===== src/rbst_pkg.sv =====
// Constants and register map for the remote binary signal transfer block
package rbst_pkg;
    // Item counts
    localparam int NUM_FAST      = 4;
    localparam int NUM_GEN       = 24;
    localparam int NUM_PEERS_DEF = 2;
    localparam int GRP_BITS      = 4;
    localparam int NUM_GRP       = NUM_GEN / GRP_BITS;
    localparam int GRP_IDX_W     = 3;

    // Clock and time base
    localparam int CLK_PERIOD_NS = 8;
    localparam int MS_NS         = 1000000;
    localparam int MS_CYCLES_DEF = MS_NS / CLK_PERIOD_NS;

    // Clear delay in milliseconds, 0.00 to 300.00 s, default 0.00 s
    localparam int DELAY_W = 19;
    localparam logic [DELAY_W-1:0] DELAY_MAX_MS = 19'd300000;
    localparam logic [DELAY_W-1:0] DELAY_DEF_MS = 19'd0;
    localparam int DELAY_INF_BIT = 31;

    // Framing and stability defaults
    localparam int FRAME_CYCLES_DEF  = 16;
    localparam int STABLE_CYCLES_DEF = 1024;

    // Register byte addresses
    localparam int ADDR_W = 8;
    localparam logic [ADDR_W-1:0] REG_DELAY    = 8'h00;
    localparam logic [ADDR_W-1:0] REG_STATUS   = 8'h04;
    localparam logic [ADDR_W-1:0] REG_IRQ_STAT = 8'h08;
    localparam logic [ADDR_W-1:0] REG_IRQ_MASK = 8'h0c;
    localparam logic [ADDR_W-1:0] REG_TX_IMAGE = 8'h10;

    // Bus responses
    localparam logic [1:0] RESP_OKAY   = 2'h0;
    localparam logic [1:0] RESP_SLVERR = 2'h2;
endpackage


===== src/bit_sync.sv =====
// Two-flop synchroniser for a bundle of independent pin levels
`timescale 1ns/100ps
`default_nettype none
module bit_sync
#(
    parameter int W = 1
)
(
    input  wire logic         core_clk,
    input  wire logic         rst,
    input  wire logic [W-1:0] d,
    output logic      [W-1:0] q
);
    typedef struct packed {
        logic [W-1:0] meta;
        logic [W-1:0] q;
    } state_s;

    state_s s;
    state_s next_s;

    // First stage feeds only the second
    always_comb
    begin
        next_s      = s;
        next_s.meta = d;
        next_s.q    = s.meta;
    end

    // State register
    always_ff @(posedge core_clk or posedge rst)
    begin
        if (rst)
            s <= '0;
        else
            s <= next_s;
    end

    assign q = s.q;
endmodule // bit_sync
`default_nettype wire


===== src/clear_timer.sv =====
// Delay timer that expires a set time after a link fault begins
`timescale 1ns/100ps
`default_nettype none
module clear_timer
    import rbst_pkg::*;
#(
    parameter int MS_CYCLES = MS_CYCLES_DEF
)
(
    input  wire logic               core_clk,
    input  wire logic               rst,
    input  wire logic               fault,
    input  wire logic [DELAY_W-1:0] delay_ms,
    input  wire logic               delay_inf,
    output logic                    expire
);
    localparam int MW = $clog2(MS_CYCLES + 1);
    localparam logic [MW-1:0] MS_LAST = MW'(MS_CYCLES - 1);

    typedef struct packed {
        logic               fault_q;
        logic               running;
        logic [DELAY_W-1:0] ms_left;
        logic [MW-1:0]      sub;
        logic               expire;
    } state_s;

    state_s s;
    state_s next_s;

    // Start on fault onset, count whole ms, stop if link recovers
    always_comb
    begin
        next_s         = s;
        next_s.expire  = 1'b0;
        next_s.fault_q = fault;
        if (!fault)
            next_s.running = 1'b0;
        else if (!s.fault_q)
        begin
            next_s.sub = '0;
            if (delay_inf)
                next_s.running = 1'b0;
            else if (delay_ms == '0)
                next_s.expire = 1'b1;
            else
            begin
                next_s.running = 1'b1;
                next_s.ms_left = delay_ms;
            end
        end
        else if (s.running)
        begin
            if (s.sub == MS_LAST)
            begin
                next_s.sub     = '0;
                next_s.ms_left = s.ms_left - 1'b1;
                if (s.ms_left == DELAY_W'(1))
                begin
                    next_s.running = 1'b0;
                    next_s.expire  = 1'b1;
                end
            end
            else
                next_s.sub = s.sub + 1'b1;
        end
    end

    // State register
    always_ff @(posedge core_clk or posedge rst)
    begin
        if (rst)
            s <= '0;
        else
            s <= next_s;
    end

    assign expire = s.expire;
endmodule // clear_timer
`default_nettype wire


===== src/remote_binary_signal_transfer.sv =====
// Remote binary signal transfer: send, receive, peer status, registers
`timescale 1ns/100ps
`default_nettype none
// Operation
// - Up to 28 extra items go to peers only over the data link.
// - Four items go out at once with protection priority.
// - The other 24 items go out in the background.
// - Fast inputs 1 to 4 drive fast outputs 1 to 4 at peers.
// - General inputs 1 to 24 drive matching general outputs at peers.
// - Without setup every item is broadcast to all peers.
// - Logout does not stop sending or receiving.
// - Peer-available is set only while that peer is active and stable.
// - A link fault starts the delay after which received items clear.
// - The clear delay is 0.00 to 300.00 s or infinite, default 0.00 s.
module remote_binary_signal_transfer
    import rbst_pkg::*;
#(
    parameter int NUM_PEERS     = NUM_PEERS_DEF,
    parameter int FRAME_CYCLES  = FRAME_CYCLES_DEF,
    parameter int STABLE_CYCLES = STABLE_CYCLES_DEF,
    parameter int MS_CYCLES     = MS_CYCLES_DEF
)
(
    input  wire logic                                  core_clk,
    input  wire logic                                  rst,
    // AXI4-Lite slave
    input  wire logic [ADDR_W-1:0]                     awaddr,
    input  wire logic                                  awvalid,
    output logic                                       awready,
    input  wire logic [31:0]                           wdata,
    input  wire logic [3:0]                            wstrb,
    input  wire logic                                  wvalid,
    output logic                                       wready,
    output logic [1:0]                                 bresp,
    output logic                                       bvalid,
    input  wire logic                                  bready,
    input  wire logic [ADDR_W-1:0]                     araddr,
    input  wire logic                                  arvalid,
    output logic                                       arready,
    output logic [31:0]                                rdata,
    output logic [1:0]                                 rresp,
    output logic                                       rvalid,
    input  wire logic                                  rready,
    output logic                                       irq,
    // Local binary inputs (pins)
    input  wire logic [NUM_FAST-1:0]                   fast_trip_in,
    input  wire logic [NUM_GEN-1:0]                    gen_in,
    // Local status from topology logic
    input  wire logic                                  functional_logout,
    input  wire logic [NUM_PEERS-1:0]                  peer_active,
    // Outgoing link frame, one broadcast to all peers
    output logic                                       link_tx_valid,
    output logic [NUM_FAST-1:0]                        link_tx_fast,
    output logic [GRP_IDX_W-1:0]                       link_tx_grp,
    output logic [GRP_BITS-1:0]                        link_tx_bg,
    // Incoming link frames, one lane per peer
    input  wire logic [NUM_PEERS-1:0]                  link_rx_valid,
    input  wire logic [NUM_PEERS-1:0][NUM_FAST-1:0]    link_rx_fast,
    input  wire logic [NUM_PEERS-1:0][GRP_IDX_W-1:0]   link_rx_grp,
    input  wire logic [NUM_PEERS-1:0][GRP_BITS-1:0]    link_rx_bg,
    input  wire logic [NUM_PEERS-1:0]                  link_fault,
    // Received items and peer status
    output logic [NUM_PEERS-1:0][NUM_FAST-1:0]         fast_trip_rx,
    output logic [NUM_PEERS-1:0][NUM_GEN-1:0]          gen_rx,
    output logic [NUM_PEERS-1:0]                       peer_avail
);
    localparam int FW    = $clog2(FRAME_CYCLES + 1);
    localparam int SW    = $clog2(STABLE_CYCLES + 1);
    localparam int IRQ_W = 3 * NUM_PEERS;
    localparam logic [FW-1:0] FRAME_LAST = FW'(FRAME_CYCLES - 1);
    localparam logic [SW-1:0] STABLE_N   = SW'(STABLE_CYCLES);
    localparam logic [GRP_IDX_W-1:0] GRP_LAST = GRP_IDX_W'(NUM_GRP - 1);
    localparam logic [GRP_IDX_W-1:0] GRP_CNT  = GRP_IDX_W'(NUM_GRP);

    typedef struct packed {
        logic                                awready;
        logic                                wready;
        logic                                arready;
        logic                                aw_held;
        logic [ADDR_W-1:0]                   aw_addr;
        logic                                w_held;
        logic [31:0]                         w_data;
        logic [3:0]                          w_strb;
        logic                                bvalid;
        logic [1:0]                          bresp;
        logic                                rvalid;
        logic [31:0]                         rdata;
        logic [1:0]                          rresp;
        logic [DELAY_W-1:0]                  delay_ms;
        logic                                delay_inf;
        logic [IRQ_W-1:0]                    irq_stat;
        logic [IRQ_W-1:0]                    irq_mask;
        logic                                irq;
        logic [FW-1:0]                       frame_cnt;
        logic [GRP_IDX_W-1:0]                grp;
        logic                                tx_valid;
        logic [NUM_FAST-1:0]                 tx_fast;
        logic [GRP_IDX_W-1:0]                tx_grp;
        logic [GRP_BITS-1:0]                 tx_bg;
        logic [NUM_PEERS-1:0]                fault_q;
        logic [NUM_PEERS-1:0][NUM_FAST-1:0]  rx_fast;
        logic [NUM_PEERS-1:0][NUM_GEN-1:0]   rx_gen;
        logic [NUM_PEERS-1:0][SW-1:0]        stab_cnt;
        logic [NUM_PEERS-1:0]                avail;
    } state_s;

    state_s                s;
    state_s                next_s;
    logic [NUM_FAST-1:0]   fast_now;
    logic [NUM_GEN-1:0]    gen_now;
    logic [NUM_PEERS-1:0]  expire;
    logic                  wr_go;
    logic                  rd_clr;
    logic [31:0]           wr_val;
    logic [31:0]           rd_val;
    logic [IRQ_W-1:0]      events;

    // Byte-lane merge for partial writes
    function automatic logic [31:0] merge(input logic [31:0] old_v,
                                          input logic [31:0] new_v,
                                          input logic [3:0]  strb);
        logic [31:0] r;
        r = old_v;
        for (int i = 0; i < 4; i++)
            if (strb[i])
                r[8*i +: 8] = new_v[8*i +: 8];
        return r;
    endfunction

    // Binary inputs arrive from pins
    bit_sync #(
        .W (NUM_FAST + NUM_GEN)
    ) u_in_sync (
        .core_clk (core_clk),
        .rst      (rst),
        .d        ({gen_in, fast_trip_in}),
        .q        ({gen_now, fast_now})
    );

    // One clear-delay timer per peer
    for (genvar p = 0; p < NUM_PEERS; p++)
    begin : g_peer
        clear_timer #(
            .MS_CYCLES (MS_CYCLES)
        ) u_timer (
            .core_clk  (core_clk),
            .rst       (rst),
            .fault     (link_fault[p]),
            .delay_ms  (s.delay_ms),
            .delay_inf (s.delay_inf),
            .expire    (expire[p])
        );
    end

    // Read data mux
    always_comb
    begin
        rd_val = '0;
        case (araddr)
            REG_DELAY:
                rd_val = {s.delay_inf, 12'h000, s.delay_ms};
            REG_STATUS:
                rd_val = 32'({functional_logout, s.fault_q, s.avail});
            REG_IRQ_STAT:
                rd_val = 32'(s.irq_stat);
            REG_IRQ_MASK:
                rd_val = 32'(s.irq_mask);
            REG_TX_IMAGE:
                rd_val = {4'h0, gen_now, fast_now};
            default:
                rd_val = '0;
        endcase
    end

    // Next state
    always_comb
    begin
        next_s   = s;
        wr_go    = 1'b0;
        rd_clr   = 1'b0;
        wr_val   = '0;
        events   = '0;

        // Write: address and data in either order
        if (bready && s.bvalid)
            next_s.bvalid = 1'b0;
        if (awvalid && s.awready)
        begin
            next_s.aw_held = 1'b1;
            next_s.aw_addr = awaddr;
        end
        if (wvalid && s.wready)
        begin
            next_s.w_held = 1'b1;
            next_s.w_data = wdata;
            next_s.w_strb = wstrb;
        end
        if (next_s.aw_held && next_s.w_held && !next_s.bvalid)
        begin
            wr_go          = 1'b1;
            next_s.aw_held = 1'b0;
            next_s.w_held  = 1'b0;
            next_s.bvalid  = 1'b1;
            next_s.bresp   = RESP_OKAY;
        end
        if (wr_go)
        begin
            case (next_s.aw_addr)
                REG_DELAY:
                begin
                    wr_val = merge({s.delay_inf, 12'h000, s.delay_ms},
                                   next_s.w_data, next_s.w_strb);
                    next_s.delay_inf = wr_val[DELAY_INF_BIT];
                    if (wr_val[DELAY_W-1:0] > DELAY_MAX_MS)
                        next_s.delay_ms = DELAY_MAX_MS;
                    else
                        next_s.delay_ms = wr_val[DELAY_W-1:0];
                end
                REG_IRQ_MASK:
                begin
                    wr_val = merge(32'(s.irq_mask), next_s.w_data,
                                   next_s.w_strb);
                    next_s.irq_mask = wr_val[IRQ_W-1:0];
                end
                REG_STATUS, REG_IRQ_STAT, REG_TX_IMAGE:
                    next_s.bresp = RESP_OKAY;
                default:
                    next_s.bresp = RESP_SLVERR;
            endcase
        end
        next_s.awready = !next_s.aw_held && !next_s.bvalid;
        next_s.wready  = !next_s.w_held && !next_s.bvalid;

        // Read; interrupt status read clears sticky bits
        if (rready && s.rvalid)
            next_s.rvalid = 1'b0;
        if (arvalid && s.arready)
        begin
            next_s.rvalid = 1'b1;
            next_s.rdata  = rd_val;
            rd_clr        = (araddr == REG_IRQ_STAT);
            case (araddr)
                REG_DELAY, REG_STATUS, REG_IRQ_STAT, REG_IRQ_MASK,
                REG_TX_IMAGE:
                    next_s.rresp = RESP_OKAY;
                default:
                    next_s.rresp = RESP_SLVERR;
            endcase
        end
        next_s.arready = !next_s.rvalid;

        // Transmit on fast change or frame tick
        next_s.tx_valid = 1'b0;
        if (s.frame_cnt == FRAME_LAST || fast_now != s.tx_fast)
        begin
            next_s.tx_valid  = 1'b1;
            next_s.tx_fast   = fast_now;
            next_s.tx_grp    = s.grp;
            next_s.tx_bg     = gen_now[s.grp * GRP_BITS +: GRP_BITS];
            next_s.grp       = (s.grp == GRP_LAST) ? '0 : s.grp + 1'b1;
            next_s.frame_cnt = '0;
        end
        else
            next_s.frame_cnt = s.frame_cnt + 1'b1;

        // Receive per peer; logout gates nothing
        for (int p = 0; p < NUM_PEERS; p++)
        begin
            next_s.fault_q[p] = link_fault[p];
            if (link_fault[p] && !s.fault_q[p])
                events[p] = 1'b1;
            if (expire[p])
            begin
                next_s.rx_fast[p]      = '0;
                next_s.rx_gen[p]       = '0;
                events[NUM_PEERS + p]  = 1'b1;
            end
            else if (link_rx_valid[p] && !link_fault[p])
            begin
                next_s.rx_fast[p] = link_rx_fast[p];
                if (|(link_rx_fast[p] & ~s.rx_fast[p]))
                    events[2 * NUM_PEERS + p] = 1'b1;
                if (link_rx_grp[p] < GRP_CNT)
                    next_s.rx_gen[p][link_rx_grp[p] * GRP_BITS +: GRP_BITS]
                        = link_rx_bg[p];
            end

            // Available after a steady fault-free active run
            if (peer_active[p] && !link_fault[p])
            begin
                if (s.stab_cnt[p] != STABLE_N)
                    next_s.stab_cnt[p] = s.stab_cnt[p] + 1'b1;
            end
            else
                next_s.stab_cnt[p] = '0;
            next_s.avail[p] = (next_s.stab_cnt[p] == STABLE_N);
        end

        // Sticky status: a new event wins over the read clear
        next_s.irq_stat = (rd_clr ? '0 : s.irq_stat) | events;
        next_s.irq      = |(next_s.irq_stat & next_s.irq_mask);
    end

    // State register
    always_ff @(posedge core_clk or posedge rst)
    begin
        if (rst)
        begin
            s          <= '0;
            s.delay_ms <= DELAY_DEF_MS;
        end
        else
            s <= next_s;
    end

    // Outputs straight from flops
    assign awready       = s.awready;
    assign wready        = s.wready;
    assign bvalid        = s.bvalid;
    assign bresp         = s.bresp;
    assign arready       = s.arready;
    assign rvalid        = s.rvalid;
    assign rdata         = s.rdata;
    assign rresp         = s.rresp;
    assign irq           = s.irq;
    assign link_tx_valid = s.tx_valid;
    assign link_tx_fast  = s.tx_fast;
    assign link_tx_grp   = s.tx_grp;
    assign link_tx_bg    = s.tx_bg;
    assign fast_trip_rx  = s.rx_fast;
    assign gen_rx        = s.rx_gen;
    assign peer_avail    = s.avail;
endmodule // remote_binary_signal_transfer
`default_nettype wire


===== config.mk =====
export PLATFORM = sky130hd
export DESIGN_NAME = remote_binary_signal_transfer
export DESIGN_NICKNAME = d
export VERILOG_FILES = /design/src/rbst_pkg.sv /design/src/bit_sync.sv /design/src/clear_timer.sv /design/src/remote_binary_signal_transfer.sv
export SDC_FILE = /design/constraint.sdc
export NUM_CORES = 1
export LEC_CHECK = 0
export BUFFER_PORTS_ARGS = -buffer_cell sky130_fd_sc_hd__buf_4
export CORE_ASPECT_RATIO = 0.9
export CORE_UTILIZATION = 62
export DETAILED_ROUTE_END_ITERATION = 7
export PLACE_DENSITY = 0.85
export SYNTH_ARGS = -nofsm -noshare
export SYNTH_HDL_FRONTEND = slang
export SYNTH_SLANG_ARGS = --single-unit

===== constraint.sdc =====
create_clock -name core_clk -period 15.25 [get_ports core_clk]
set_input_delay 0.7625 -clock core_clk [delete_from_list [all_inputs] [get_ports core_clk]]
set_output_delay 0.7625 -clock core_clk [all_outputs]
set_load 0.02 [all_outputs]

==> results.py, run 1 <==
metrics = {
    "run_status": {
        "outcome": "finished clean",
    },
    "run": {
        "drv_cap": 0,
    },
    "global_route": {
        "grt_pass1_vias": 12630,
        "antenna_found_initial": 0,
        "grt_pass1_wl_mm": 65.65,
        "grt.total_usage_pct": 31.39,
        "grt_max_degree": 152,
        "grt_overflow_total": 0,
    },
    "setup_path": {
        "crit_required_ps": 15600,
        "reg2reg_from": "wready",
        "worst_ep_arrival_time_ps": 4060,
        "worst-r2r-cell-count": 9,
        "critPathLaunchType": "register",
        "reg2reg_to": "s[127]",
        "end_kind": "register",
        "crit_path_max_fanout": 32,
        "path_class": "register to register",
        "ff2ff_setup_slack_ps": 11540,
    },
    "synth": {
        "ys_ff_latch": 338,
        "postSynthCellCount": 1621,
        "syn_area_um2": 16150,
        "synth_top_family_by_area": "simple AND/OR/NAND/NOR gates",
        "synth_edf_count": 0,
        "synthArstFlopShare_pct": 100.0,
        "synthXorXnorAreaFrac_pct": 2.278,
        "synthMuxAreaShare_pct": 5.587,
        "synth_warnings": 0,
        "synth.distinct_cells": 76,
        "synth_flop_cell": "dfrtp_1",
        "yosysSeqAreaShare_pct": 52.38,
        "synthAdderAreaFrac_pct": 1.472,
        "syn_area_per_cell_um2": 9.962,
        "synthSimpleGateAreaFrac_pct": 17.26,
        "synth-compound-area-share_pct": 12.84,
    },
    "sta": {
        "rsz0062_at_grt": "no",
        "hold_viol": 0,
        "period_needed_ps": 3710,
        "fin_skew_ps": 18.33,
        "slew_viol_final": 0,
        "fin_hold_ws_ps": 334.8,
        "fmax_mhz": 269.6,
        "tightest_slew_ps": 1246,
        "relSlewSlack_pct": 15.76,
        "setup_tns_ps": 0,
        "final-setup-viol-count": 0,
        "fin_crit_sh_pct": 24.33,
    },
    "cts": {
        "cts_tree": "done",
        "holdBufCountCts": 0,
        "cts.root.buffer_cell": "clkbuf_16",
        "post-cts-setup-buffers": 0,
        "cts_resized": 0,
        "clk_pin_slew_worst_paths_ps": 70,
        "cts_num_sinks": 338,
        "clk_latency_ps": 530,
        "clock_path_buffers": 3,
        "numCtsBuffers": 35,
        "htreeDepth": 2,
    },
    "cells_and_area": {
        "nets": 1840,
        "stdcell_count": 2073,
        "final_util_pct": 72.31,
        "drive_above_1_share_pct": 17.91,
        "area_growth_pct": 13.40,
        "num_antenna_cells": 0,
    },
    "floorplan": {
        "row_count": 55,
        "core_um2": 25320,
        "fp.dieW_um": 172.1,
        "initial_core_util_pct": 63.76,
        "ioPinCount": 228,
        "die_h_um": 155.1,
        "die_area_um2": 26700,
    },
    "min_path": {
        "holdCritStartpoint": "gen_in[0]",
        "whs_path_depth": 1,
        "hold_path_end": "u_in_sync.next_s[4]",
        "hp-class": "primary input to register",
    },
    "detailed_routing": {
        "drt-initial-drc-count": 1408,
        "vias": 12640,
        "finalWirelength_mm": 41.08,
        "antenna_left": 0,
        "vias_per_cell": 6.098,
        "drc": 0,
        "avgRoutedWirePerCell_um": 19.82,
        "first_pass_iters": 6,
    },
    "power_and_ir_drop": {
        "ir_drop_mv": 0.1212,
        "p_leak_nw": 8.733,
        "power_density_nw_per_um2": 145.1,
    },
    "placed_design": {
        "dp_hpwl_mm": 27.50,
        "port_buffers": 211,
        "gp_congestion": 0.9371,
        "placedCellCount": 2010,
    },
}
## synth_stat cells, types with 6 or more instances
cell	n	area (um^2)
a21oi_1	68	340.3
a22o_1	41	359.1
a31oi_1	6	37.54
and3_1	14	87.58
buf_1	6	22.52
buf_2	7	35.03
buf_4	106	795.8
clkbuf_1	54	202.7
dfrtp_1	338	8458
ha_1	19	237.7
inv_1	66	247.7
mux2_2	11	123.9
mux2i_1	65	650.6
nand2_1	190	713.2
nand2b_1	10	62.56
nand3_1	51	255.2
nand3b_1	6	45.04
nand4_1	16	100.1
nor2_1	161	604.3
nor2b_1	12	75.07
nor3_1	44	220.2
nor4_1	14	87.58
o21a_1	9	67.56
o21ai_0	77	385.4
o21ai_1	10	50.05
o221ai_1	6	52.55
o22ai_1	28	175.2
o31ai_1	17	127.6
o32ai_1	10	87.58
or3_1	21	131.4
or4_1	9	67.56
xnor2_1	13	113.9
xor2_1	29	254.0
## layout make-up
type | instances | area (um^2)
repair buffers | 218 | 1637
flip-flops and latches | 338 | 8458
well taps | 342 | 427.9
inverters | 67 | 259.0
multi-input cells | 1045 | 6386
fillers | 1751 | 7013
clock inverters | 18 | 188.9
clock buffers | 45 | 954.7
## where the power goes
group	total (mW)	switching, mW	internal [mW]
clock	0.860	0.363	0.498
combinational	0.623	0.374	0.249
sequential	1.17	0.141	1.03
total	2.66	0.878	1.78
## sequential cells by signal, indices dropped and copies added, names as in the netlist, named ones only
signal / cells
s: 98
g_peer.u_timer.s: 74
gen_rx: 48
rdata: 29
u_in_sync.next_s: 28
u_in_sync.q: 28
fast_trip_rx: 8
link_tx_bg: 4
link_tx_fast: 4
link_tx_grp: 3
g_peer.u_timer.expire: 2
peer_avail: 2
arready: 1
awready: 1
bresp: 1
bvalid: 1
irq: 1
link_tx_valid: 1
rresp: 1
rvalid: 1
wready: 1
## worst max-delay path by stage
stage | startpoint | end | slack, ps
after floorplan | rst | asynchronous set/reset pin | 5120
after global placement | wvalid | s[120] | 11400
after detailed placement | wvalid | s[120] | 11330
after CTS | wready | s[127] | 11590
after global routing | wready | s[127] | 11430
final | wready | s[127] | 11540
## logic make-up (layout without fill, tap and decap cells)
group / count (synthesis) / in the layout
flops: 338 / 338
buf+inv: 241 / 348
xor+xnor: 42 / 42
compound gates: 312 / 312
other cells: 1 / 4
fa+ha+maj: 19 / 19
mux: 82 / 82
simple gates: 586 / 586
## critical path: stages (launching register included)
cell and delay (ps):
dfrtp_1 550, and2_1 180, buf_4 350, mux2i_4 560
mux2_4 360, a211oi_4 280, or2_1 160, a22oi_2 70
a311oi_4 840, nor2_1 170
## through the flow
step	power, mW	area, um^2	setup slack [ps]
after floorplan	1.603	16160	5121
after global placement	1.753	17170	11400
after detailed placement	1.784	17170	11330
after CTS	2.651	18310	11590
after global routing	2.769	18310	11430
final	2.657	18310	11540
## cell usage in the layout (no fill, tap or decap), types with 7 or more instances in the layout
cell type	synthesis	final
clkbuf_1	54	7
nor2b_1	12	12
a22o_1	41	41
or4_1	9	9
inv_1	66	65
or3_1	21	21
o21a_1	9	9
o21ai_1	10	10
xor2_1	29	29
ha_1	19	19
o22ai_1	28	28
nand2b_1	10	10
a21oi_1	68	68
mux2i_1	65	65
clkbuf_16	0	36
nand3_1	51	51
clkinv_2	0	10
nor2_1	161	161
nand4_1	16	16
nor4_1	14	14
buf_4	106	218
xnor2_1	13	13
o31ai_1	17	17
nor3_1	44	44
dfrtp_1	338	338
o21ai_0	77	77
o32ai_1	10	10
and3_1	14	14
mux2_2	11	11
nand2_1	190	190
## layer usage
metal / part of all wire [%] / vias to the layer above / GRT usage (%)
met2: 48 / 584 / 49.85
met1: 40 / 6234 / 42.22
met4: 3.3 / 0 / 11.93
li1: - / 5709 / -
met3: 8.7 / 114 / 7.097
met5: 0 / - / 0
Power figures use the tool's default switching activity.
==> run 2: changes to the inputs <==
--- a/config.mk
+++ b/config.mk
@@ -7,9 +7,9 @@
 export LEC_CHECK = 0
 export BUFFER_PORTS_ARGS = -buffer_cell sky130_fd_sc_hd__buf_4
 export CORE_ASPECT_RATIO = 0.9
-export CORE_UTILIZATION = 62
+export CORE_UTILIZATION = 52
 export DETAILED_ROUTE_END_ITERATION = 7
-export PLACE_DENSITY = 0.85
+export PLACE_DENSITY = 0.76
 export SYNTH_ARGS = -nofsm -noshare
 export SYNTH_HDL_FRONTEND = slang
 export SYNTH_SLANG_ARGS = --single-unit
==> constraint.sdc (replaced) <==
create_clock -name core_clk -period 3 [get_ports core_clk]
set_input_delay 0.15 -clock core_clk [delete_from_list [all_inputs] [get_ports core_clk]]
set_output_delay 0.15 -clock core_clk [all_outputs]
set_load 0.02 [all_outputs]
==> results.py, run 2 (synthesis gave the netlist of run 1 again) <==
metrics = {
    "sta": {
        "fmax_mhz": 353.3,
        "fin_skew_ps": 27.74,
        "relSlewSlack_pct": 36.90,
        "rsz0062_at_grt": "no",
        "tightest_slew_ps": 946.5,
        "period_needed_ps": 2831,
        "fin_hold_ws_ps": 28.12,
        "final-setup-viol-count": 0,
        "finalWorstSetupSlack_ps": 169.3,
        "slew_viol_final": 0,
        "fin_crit_sh_pct": 94.36,
        "hold_viol": 0,
    },
    "global_route": {
        "grt.total_usage_pct": 26.32,
        "grt_pass1_wl_mm": 67.23,
        "grt_overflow_total": 0,
        "antenna_found_initial": 1,
        "grt_max_degree": 121,
        "grt_pass1_vias": 12840,
    },
    "placed_design": {
        "dp_hpwl_mm": 28.27,
        "placed_area_um2": 17560,
        "port_buffers": 211,
        "place_ws_ps": 42.22,
        "gp_congestion": 0.8836,
    },
    "floorplan": {
        "initial_core_util_pct": 53.51,
        "die_h_um": 169.2,
        "row_count": 60,
        "core_um2": 30180,
        "fp.dieW_um": 187.8,
        "die_area_um2": 31760,
        "ioPinCount": 228,
    },
    "setup_path": {
        "crit_required_ps": 3400,
        "crit_chain": "or4_1 > nor3_2 > o221ai_2 > a211oi_4 > buf_4 > mux2_2 > a22o_1 > a221o_1 > a221o_1",
        "crit_cells": 9,
        "worst_ep_arrival_time_ps": 3230,
        "cp_common_cell": "a221o_1",
        "crit_path_end": "irq",
        "end_kind": "register",
        "crit_start": "s[217]",
        "path_class": "register to register",
        "crit_buf_inv": 1,
        "worst-r2r-cell-count": 9,
        "cpPeakStageDelay_ps": 530,
        "worst_path_max_delay_cell": "or4_1",
        "critPathLaunchType": "register",
        "ff2ff_setup_slack_ps": 170,
        "crit_path_max_fanout": 4,
        "reg2reg_to": "irq",
        "reg2reg_from": "s[217]",
        "cpLargestDelayFamily": "compound AO/OA/AOI/OAI gates",
    },
    "cells_and_area": {
        "fillers": 2305,
        "num_antenna_cells": 0,
        "final_cell_area_um2": 19680,
        "mostFrequentLayoutCell": "dfrtp_1",
        "area_growth_pct": 21.85,
        "largest_reg_flops": 98,
        "nets": 1964,
        "drive_above_1_share_pct": 19.23,
        "regMostFlops": "s",
        "final_cell_mix": "338 x dfrtp_1, 255 x buf_4, 189 x nand2_1, 161 x nor2_1, 83 x dlygate4sd3_1",
        "final_util_pct": 65.20,
    },
    "detailed_routing": {
        "drc": 0,
        "vias_per_cell": 5.676,
        "avgRoutedWirePerCell_um": 18.45,
        "vias": 12820,
        "drt-initial-drc-count": 1136,
        "finalWirelength_mm": 41.67,
        "antenna_left": 0,
        "first_pass_iters": 8,
    },
    "cts": {
        "cts_tree": "done",
        "numCtsBuffers": 36,
        "htreeDepth": 2,
        "clk_latency_ps": 520,
        "clock_path_buffers": 3,
        "cts.root.buffer_cell": "clkbuf_16",
        "clk_pin_slew_worst_paths_ps": 60,
        "cts_num_sinks": 338,
    },
    "min_path": {
        "hp-class": "primary input to register",
        "whs_path_depth": 4,
    },
    "run_status": {
        "outcome": "finished clean",
    },
    "power_and_ir_drop": {
        "p_leak_nw": 9.344,
        "ir_drop_mv": 0.4305,
        "power_density_nw_per_um2": 709.1,
        "p_total_mw": 13.95,
    },
    "run": {
        "drv_cap": 0,
    },
}
==> run 2: cell types whose count changed in the layout (fill, tap and decap cells not counted), moves of 2 or more <==
cell | before | now
nor3_2 | 0 | 2
buf_12 | 0 | 2
clkinv_2 | 10 | 7
clkbuf_16 | 36 | 38
clkbuf_8 | 2 | 7
dlygate4sd3_1 | 0 | 83
buf_4 | 218 | 255
nor3_1 | 44 | 42
==> run 2: routing by layer <==
layer | GRT usage [%] | up-vias | part of all wire (%)
met2 | 42.24 | 484 | 46
met3 | 5.335 | 80 | 7.3
met1 | 35.82 | 6265 | 43
met5 | 0 | - | 0
li1 | - | 5993 | -
met4 | 9.014 | 0 | 2.9
==> run 2: cell type report <==
cell class                 count  area (um^2)  share of cell area [%]
inverter                      67        255.2                   1.297
sequential                   338         8458                   42.99
tap                          403        504.2                   2.563
timing repair buffer         341         2796                   14.21
clock buffer                  52         1074                   5.456
multi-input combinational   1045         6409                   32.57
clock inverter                13        180.2                  0.9157
==> run 2: metrics by stage <==
stage	cells	TNS, ps
final	2259	0
after global routing	2259	0
after CTS	2258	0
after detailed placement	2110	0
after global placement	2110	0
after floorplan	1624	-563980
==> run 2: how the worst min path moves through the flow <==
stage | startpoint | endpoint | slack [ps]
after floorplan | link_fault[0] | s[80] | 180
after detailed placement | rst | g_peer[1].u_timer.s[11] | 140
after global routing | link_rx_valid[1] | fast_trip_rx[6] | 50
after global placement | rst | g_peer[1].u_timer.s[11] | 140
after CTS | link_rx_valid[1] | fast_trip_rx[4] | 2
final | link_rx_valid[1] | fast_trip_rx[4] | 30
==> run 2: power breakdown <==
| group | switching, mW | internal, mW | total [mW] |
|---|---|---|---|
| Sequential | 0.634 | 5.25 | 5.89 |
| Clock | 1.82 | 2.84 | 4.66 |
| Combinational | 1.98 | 1.42 | 3.40 |
==> run 2: what timing repair did <==
action | in CTS | in global routing
setup buffers | 0 | 1
endpoints found under the setup margin | 0 | 19
hold buffers | 83 | 0
resized for setup | 0 | 5
hold endpoints to repair | 140 | 0
==> run 2: worst min-delay path: cells and delay by family <==
family | cells | cell delay (ps)
buffers and inverters | 1 | 80
AND/OR/NAND/NOR | 2 | 220
AO/OA/AOI/OAI | 1 | 60
